$ cat src/common/pdsd_pkg.sv
// Package for the pump drive status decoder: constants and carrier types
package pdsd_pkg;

   // ----------------------------------------------------------------
   // Timing and thresholds
   // ----------------------------------------------------------------
   localparam int unsigned PDSD_CLK_HZ = 100_000_000;
   localparam int unsigned PDSD_FLASH_HALF_MS = 250;
   localparam int unsigned PDSD_FLASH_HALF_CYC = PDSD_CLK_HZ / 1000 * PDSD_FLASH_HALF_MS;
   localparam int unsigned PDSD_AT_SPEED_PCT = 90;
   localparam int unsigned PDSD_FREQ_W = 16;

   // ----------------------------------------------------------------
   // Reset values of the outputs
   // ----------------------------------------------------------------
   localparam logic PDSD_RST_DRIVE = 1'b0;
   localparam logic PDSD_RST_RELAY = 1'b0;

   // ----------------------------------------------------------------
   // Carrier types
   // ----------------------------------------------------------------
   typedef enum logic [1:0] {PDSD_ROT_OFF, PDSD_ROT_FLASH, PDSD_ROT_GREEN} pdsd_rot_mode_t;

   typedef struct packed {
      logic start_cmd;
      logic rotor_turning;
      logic error_present;
   } pdsd_in_t;

   typedef struct packed {
      logic motor_enable;
      logic at_speed_relay;
      logic fault_relay;
      logic rotation_indicator;
      logic fault_indicator;
   } pdsd_out_t;

endpackage

$ cat src/core/pdsd_decoder.sv
// Status decoder for the pump drive: drive enable, relays and indicators
`timescale 1ns/100ps
// Function
// - Start, turning, at speed, no error: drive on, at-speed relay, green steady.
// - At-speed flag set when rotor frequency is at least 90 percent of setpoint.
// - Stop, no error, rotor turning: drive off, relays passive, rotation flashes.
// - Error, rotor stopped: drive off, fault relay active, red, rotation off.
// - Error, turning below speed: drive off, fault relay, red, rotation flashes.
// - Error while at speed: drive off, at-speed relay drops, fault relay, flash.
// - Any drive, relay or red indicator combination outside the legal table flags converter failure.
// - At-speed relay active means common to normally-open, else normally-closed.
// - Fault relay rests normally-closed without error, switches over on error.
module pdsd_decoder
   import pdsd_pkg::*;
#(
   parameter int unsigned FREQ_W = PDSD_FREQ_W,
   parameter int unsigned FLASH_HALF_CYC = PDSD_FLASH_HALF_CYC
) (
   // Clock, reset and freeze
   input wire logic clk,
   input wire logic rst,
   input wire logic clk_en,
   // Commands and frequencies, sampled on every enabled edge
   input wire pdsd_in_t ctrl_in,
   input wire logic [FREQ_W-1:0] rotor_freq,
   input wire logic [FREQ_W-1:0] setpoint_freq,
   // Status outputs, all taken from flops
   output pdsd_out_t status_out,
   output logic at_speed,
   output logic at_speed_relay_no,
   output logic fault_relay_nc,
   output logic converter_fail
);

   // ----------------------------------------------------------------
   // Helpers
   // ----------------------------------------------------------------
   // Widened products so 90 percent compare never overflows
   // Cross-multiplied so no divider is needed for the threshold
   function automatic logic freq_at_speed(input logic [FREQ_W-1:0] f,
                                          input logic [FREQ_W-1:0] sp);
      logic [FREQ_W+6:0] lhs;
      logic [FREQ_W+6:0] rhs;
      lhs = (FREQ_W+7)'(f) * (FREQ_W+7)'(100);
      rhs = (FREQ_W+7)'(sp) * (FREQ_W+7)'(PDSD_AT_SPEED_PCT);
      return lhs >= rhs;
   endfunction

   // Legal output combinations of the status table
   function automatic logic legal_combo(input pdsd_out_t o, input pdsd_rot_mode_t m);
      logic ok;
      ok = 1'b0;
      // Fault side: drive off, at-speed relay passive, red lit, never steady green
      if (o.fault_relay) begin
         ok = !o.motor_enable && !o.at_speed_relay && o.fault_indicator && m != PDSD_ROT_GREEN;
      end else begin
         // No fault: at-speed relay exactly in steady green, and only with the drive on
         ok = !o.fault_indicator && (o.at_speed_relay == (m == PDSD_ROT_GREEN))
              && (!o.at_speed_relay || o.motor_enable);
      end
      return ok;
   endfunction

   // ----------------------------------------------------------------
   // Decode
   // ----------------------------------------------------------------
   // Next values of the decode group
   logic at_speed_d;
   logic drive_d;
   logic speed_rel_d;
   logic fault_rel_d;
   logic fault_led_d;
   logic fault_nc_d;
   pdsd_rot_mode_t rot_mode_d;

   // Decode group registers
   logic at_speed_q;
   logic drive_q;
   logic speed_rel_q;
   logic fault_rel_q;
   logic fault_led_q;
   logic fault_nc_q;
   pdsd_rot_mode_t rot_mode_q;

   // Indicator, flash timebase and self check
   logic rot_led_q;
   logic rot_led_d;
   logic fail_q;
   logic fail_d;
   logic [31:0] flash_cnt_q;
   logic [31:0] flash_cnt_d;
   logic flash_ph_q;
   logic flash_ph_d;

   // Table decode; error dominates start so a fault always kills the drive
   always_comb begin
      at_speed_d = freq_at_speed(rotor_freq, setpoint_freq);
      drive_d = 1'b0;
      speed_rel_d = 1'b0;
      fault_rel_d = 1'b0;
      fault_led_d = 1'b0;
      rot_mode_d = PDSD_ROT_OFF;
      if (ctrl_in.error_present) begin
         fault_rel_d = 1'b1;
         fault_led_d = 1'b1;
         // Turning with error, at or below speed, flashes
         rot_mode_d = ctrl_in.rotor_turning ? PDSD_ROT_FLASH : PDSD_ROT_OFF;
      end else if (!ctrl_in.rotor_turning) begin
         // Standstill without error: drive follows start, all else dark
         drive_d = ctrl_in.start_cmd;
      end else if (ctrl_in.start_cmd && at_speed_d) begin
         // Normal operation, the only state with the at-speed relay active
         drive_d = 1'b1;
         speed_rel_d = 1'b1;
         rot_mode_d = PDSD_ROT_GREEN;
      end else begin
         // Run-up, or coasting down after stop; drive still follows start
         drive_d = ctrl_in.start_cmd;
         rot_mode_d = PDSD_ROT_FLASH;
      end
      // Break contact mirrors the relay so both poles switch on one edge
      fault_nc_d = !fault_rel_d;
   end

   // ----------------------------------------------------------------
   // Flash timebase and rotation indicator
   // ----------------------------------------------------------------
   // Flash timebase; free running so all flashing states share one phase
   always_comb begin
      flash_cnt_d = flash_cnt_q;
      flash_ph_d = flash_ph_q;
      // Wrap one count early so each phase lasts FLASH_HALF_CYC cycles
      if (flash_cnt_q >= FLASH_HALF_CYC - 1) begin
         flash_cnt_d = 32'h0000_0000;
         flash_ph_d = !flash_ph_q;
      end else begin
         flash_cnt_d = flash_cnt_q + 32'h0000_0001;
      end
      // Indicator trails the mode by one flop; steady green ignores the phase
      case (rot_mode_q)
         PDSD_ROT_OFF: rot_led_d = 1'b0;
         PDSD_ROT_FLASH: rot_led_d = flash_ph_q;
         PDSD_ROT_GREEN: rot_led_d = 1'b1;
         default: rot_led_d = 1'b0;
      endcase
   end

   // ----------------------------------------------------------------
   // Self check
   // ----------------------------------------------------------------
   // Self check over the registered outputs; latches until reset
   always_comb begin
      fail_d = fail_q;
      if (!legal_combo('{motor_enable: drive_q, at_speed_relay: speed_rel_q,
                         fault_relay: fault_rel_q, rotation_indicator: rot_led_q,
                         fault_indicator: fault_led_q}, rot_mode_q)) begin
         fail_d = 1'b1;
      end
   end

   // ----------------------------------------------------------------
   // Registers
   // ----------------------------------------------------------------
   // Decode group; reset parks the drive off and both relays passive
   always_ff @(posedge clk) begin
      if (rst) begin
         at_speed_q <= 1'b0;
         drive_q <= PDSD_RST_DRIVE;
         speed_rel_q <= PDSD_RST_RELAY;
         fault_rel_q <= PDSD_RST_RELAY;
         fault_nc_q <= !PDSD_RST_RELAY;
         fault_led_q <= 1'b0;
         rot_mode_q <= PDSD_ROT_OFF;
      end else if (clk_en) begin
         at_speed_q <= at_speed_d;
         drive_q <= drive_d;
         speed_rel_q <= speed_rel_d;
         fault_rel_q <= fault_rel_d;
         fault_nc_q <= fault_nc_d;
         fault_led_q <= fault_led_d;
         rot_mode_q <= rot_mode_d;
      end
   end

   // Flash group; frozen with the rest so the phase never slips under clk_en
   always_ff @(posedge clk) begin
      if (rst) begin
         rot_led_q <= 1'b0;
         flash_cnt_q <= 32'h0000_0000;
         flash_ph_q <= 1'b0;
      end else if (clk_en) begin
         rot_led_q <= rot_led_d;
         flash_cnt_q <= flash_cnt_d;
         flash_ph_q <= flash_ph_d;
      end
   end

   // Check group; sticky so a one-cycle illegal pattern is never lost
   always_ff @(posedge clk) begin
      if (rst) begin
         fail_q <= 1'b0;
      end else if (clk_en) begin
         fail_q <= fail_d;
      end
   end

   // ----------------------------------------------------------------
   // Outputs
   // ----------------------------------------------------------------
   // Outputs straight from flops
   assign status_out.motor_enable = drive_q;
   assign status_out.at_speed_relay = speed_rel_q;
   assign status_out.fault_relay = fault_rel_q;
   assign status_out.rotation_indicator = rot_led_q;
   assign status_out.fault_indicator = fault_led_q;
   assign at_speed = at_speed_q;
   assign at_speed_relay_no = speed_rel_q;   // Common to normally-open when active
   assign fault_relay_nc = fault_nc_q;       // Own flop, no inverter after it
   assign converter_fail = fail_q;

endmodule // pdsd_decoder

$ cat config.mk
export PLATFORM = sky130hd
export DESIGN_NAME = pdsd_decoder
export DESIGN_NICKNAME = d
export VERILOG_FILES = /design/src/common/pdsd_pkg.sv /design/src/core/pdsd_decoder.sv
export SDC_FILE = /design/constraint.sdc
export NUM_CORES = 1
export LEC_CHECK = 0
export ABC_AREA = 1
export BUFFER_PORTS_ARGS = -buffer_cell sky130_fd_sc_hd__buf_2
export CORE_MARGIN = 1
export CORE_UTILIZATION = 30
export CTS_CLUSTER_DIAMETER = 50
export DETAILED_ROUTE_END_ITERATION = 16
export GPL_TIMING_DRIVEN = 0
export HOLD_SLACK_MARGIN = 0.08
export PLACE_DENSITY_LB_ADDON = 0.2
export SLEW_MARGIN = 20
export SYNTH_ARGS = -nofsm -noshare
export SYNTH_HDL_FRONTEND = slang
export SYNTH_SLANG_ARGS = --single-unit
$ cat constraint.sdc
create_clock -name clk -period 3.65 [get_ports clk]
set_clock_uncertainty 0.05 [all_clocks]
set_input_delay 0.1825 -clock clk [delete_from_list [all_inputs] [get_ports clk]]
set_output_delay 0.1825 -clock clk [all_outputs]
set_load 0.1 [all_outputs]
==> qor.yml <==
global_routing:
  antenna_found_initial: 0
  grt_use_total: 0.1351
  grt_max_degree: 14
  grt_pass1_vias: 4966
  grt.overflow.total: 0
  grt_pass1_wl_um: 22850
worst_setup_path:
  cpMostUsedCell: "nand2_1"
  crit_fanout: 4
  crit_path_start_kind: "input port"
  critPathTopFamily: "adder cells"
  critPathKind: "in -> reg"
  cp_slowest_cell: "fa_1"
  cp_cell_sequence: "buf_2 -> ha_4 -> inv_2 -> fa_1 -> inv_1 -> fa_1 -> ha_4 -> nand2_2 -> o21ai_1 -> a21oi_1 -> o21ai_1 -> xnor2_1 -> ha_1 -> nand2_2 -> inv_1 -> nand2_1 -> nand2_1 -> a21oi_2 -> nand3_4 -> nand2_1 -> nand2_1 -> a21oi_2"
  critPathBufInv: 4
  arrival_ns: 3.84
  critPathMaxStageDelay_ns: 0.53
  crit_required_ns: 3.82
  cp-end-kind: "flop"
  r2r_cells: 10
  worst-path-stages: 22
logic_synthesis:
  synth.ff_latch_count: 41
  yosysMostFrequentCell: "inv_1"
  seq_area_frac_synth: 0.1345
  ys_warn_count: 0
  async_flop_share: 0
  synth_area_per_cell_sq_um: 7.179
  netlist_area_sq_um: 6102
  synth_common_cells: "inv_1, nand2_1, ha_1"
  synth-edff-count: 0
  synth_nets: 1043
  synth_top_cell_area_share: 0.2420
  synthFlopType: "dfxtp_1"
  yosysUniqueCellTypes: 40
  yosys.area.top_type: "ha_1"
  syn_inst: 850
  ys_top_cells_by_area: "ha_1, dfxtp_1, fa_1"
pwr:
  leakage_nw: 3.838
  p_per_area_nw_per_um2: 503.1
  ir_drop_mv: 0.2339
timing:
  setup_viol_count_final: 1
  setup_ws_ns: -0.02208
  hold_viol_final: 0
  fin_crit_sh: 1.006
  worst_pin_slew_ns: 0.5175
  max_slew_margin: 0.6550
  fmax_ghz: 0.2723
  finalCriticalPeriod_ns: 3.672
  rsz0062_at_grt: "yes"
  slew_violations: 0
  timing.hold.ws_ns: 0.1385
layout:
  final_nets: 1110
  area_delta_synth_final_pct: 26.27
  multi_input_area_sq_um: 5253
  final_util: 0.3908
  drive_above_1_share: 0.2342
  nFillCells: 2059
  ff_latch_area_sq_um: 820.8
  n_antenna_cell: 0
min_path:
  min_path_cells: 3
  hp-class: "in -> reg"
placement:
  dpl.hpwl_um: 11270
  place_congestion: 0.8007
  io_buffer_count: 44
clock_network:
  holdBufCountCts: 0
  h-tree-depth: 2
  numCtsBuffers: 5
  clock_path_buffers: 2
  clkLatencyLatePin_ns: 0.29
  cts_sinks: 41
  cts_tree: "yes"
  root_buffer: "clkbuf_16"
  clkTransAtPathRegs_ns: 0.06
floorplanning:
  die_h_um: 144.6
  std_cell_rows: 51
  die-area_sq_um: 20910
  die_w_um: 144.6
  ios: 47
  initial_core_util: 0.3095
  core-area_sq_um: 19720
run:
  maxCapViolCount: 0
routing:
  drt_iter0_drc: 220
  ant_nets: 0
  avgViaCountPerCell: 4.382
  routed_wl_um: 13380
  wl_per_cell_um: 11.31
  first_pass_iters: 4
  drc: 0
  vias: 5184
status:
  status: "finished with violations"
  violations: "negative setup slack"
## kinds of logic (layout without fill, tap and decap cells)
family / count (synthesis) / after routing / synth area share
simple gates: 327 / 327 / 0.2413
buf+inv: 196 / 264 / 0.1267
fa+ha+maj: 155 / 155 / 0.3633
compound gates: 100 / 100 / 0.08961
flops: 41 / 41 / 0.1345
xor+xnor: 31 / 31 / 0.04449
## per-layer routing
layer,global-route usage,vias up,share of wire
met1,0.2024,2327,0.54
met5,0,-,0
met3,0.01954,6,0.026
met4,0.01662,0,0.0053
li1,-,2805,-
met2,0.2070,46,0.43
## final cells by class
type | count | share of cell area
Clock buffer | 5 | 0.01624
Timing Repair Buffer | 60 | 0.04985
Tap cell | 265 | 0.04303
Inverter | 184 | 0.08964
Buffer | 12 | 0.01072
Multi-Input combinational cell | 613 | 0.6817
Clock inverter | 3 | 0.002273
Sequential cell | 41 | 0.1065
## path summary, 6_finish.rpt
kind / start / end / slack [ns]
setup / recovery: setpoint_freq[12] / rot_mode_q[0]$_SDFFE_PP0P_ / -0.02
hold / removal: ctrl_in[0] / fault_relay_nc$_SDFFE_PP1P_ / 0.14
hold reg to reg: flash_cnt_q[28]$_SDFFE_PP0P_ / flash_cnt_q[28]$_SDFFE_PP0P_ / 0.39
setup reg to reg: flash_cnt_q[11]$_SDFFE_PP0P_ / flash_cnt_q[13]$_SDFFE_PP0P_ / 1.96
## worst register-to-register path, cell delays in order, from the launching register on
cell and delay [ns]:
dfxtp_1 0.37, nand2_1 0.14, nor2_2 0.26, nand2_1 0.08, nand2_1 0.12, nand2_1 0.08
nand2_2 0.08, nand2_2 0.09, nand2_4 0.08, buf_4 0.18, nor2_1 0.06
## cell usage in the layout (no fill, tap or decap), types with 4 or more instances in the layout
| cell type | instances |
|---|---|
| a21o_1 | 5 |
| a21oi_1 | 35 |
| a21oi_2 | 12 |
| a21oi_4 | 8 |
| buf_2 | 37 |
| buf_4 | 24 |
| clkbuf_16 | 5 |
| dfxtp_1 | 41 |
| fa_1 | 36 |
| ha_1 | 87 |
| ha_4 | 29 |
| inv_1 | 169 |
| inv_2 | 15 |
| nand2_1 | 154 |
| nand2_2 | 20 |
| nand2_4 | 6 |
| nand3_1 | 24 |
| nand3_2 | 12 |
| nand3b_1 | 7 |
| nand4_1 | 5 |
| nor2_1 | 64 |
| nor2_2 | 7 |
| nor2_4 | 6 |
| nor3_1 | 12 |
| o21ai_0 | 12 |
| o21ai_1 | 9 |
| o21ai_2 | 4 |
| xnor2_1 | 12 |
| xor2_1 | 19 |
## report_power, final
group          switching [mW]  internal (mW)  total [mW]  leakage (nW)
combinational            1.71           1.27        2.98          3.44
clock                   0.184          0.251       0.435        0.0696
sequential            0.00671          0.456       0.463         0.332
total                    1.90           1.97        3.88          3.84
## through the flow
| step | cell area [sq um] | total power [mW] | std cells | TNS (ns) | setup WS, ns |
|---|---|---|---|---|---|
| after floorplan | 6168 | 2.238 | 850 | -0.01416 | -0.01348 |
| after global placement | 6720 | 2.682 | 1159 | -2.070 | -0.7270 |
| after detailed placement | 6720 | 2.695 | 1159 | -2.153 | -0.7589 |
| after CTS | 7450 | 3.640 | 1178 | -0.02295 | -0.02295 |
| after global routing | 7705 | 4.330 | 1183 | -0.5489 | -0.1906 |
| final | 7705 | 3.876 | 1183 | -0.02208 | -0.02208 |
## registers in the layout (all words and copies together), names as in the netlist
signal / count
fault_led_q: 1
rot_mode_q: 1
fault_relay_nc: 1
converter_fail: 1
drive_q: 1
at_speed: 1
flash_cnt_q: 32
at_speed_relay_no: 1
rot_led_q: 1
flash_ph_q: 1
## repair_timing
item | 4_1_cts | 5_1_grt
resized for setup | 97 | 51
setup buffers | 11 | 5
setup endpoints to repair | 3 | 3
pin swaps | 50 | 31
(Power assumes the default switching activity.)
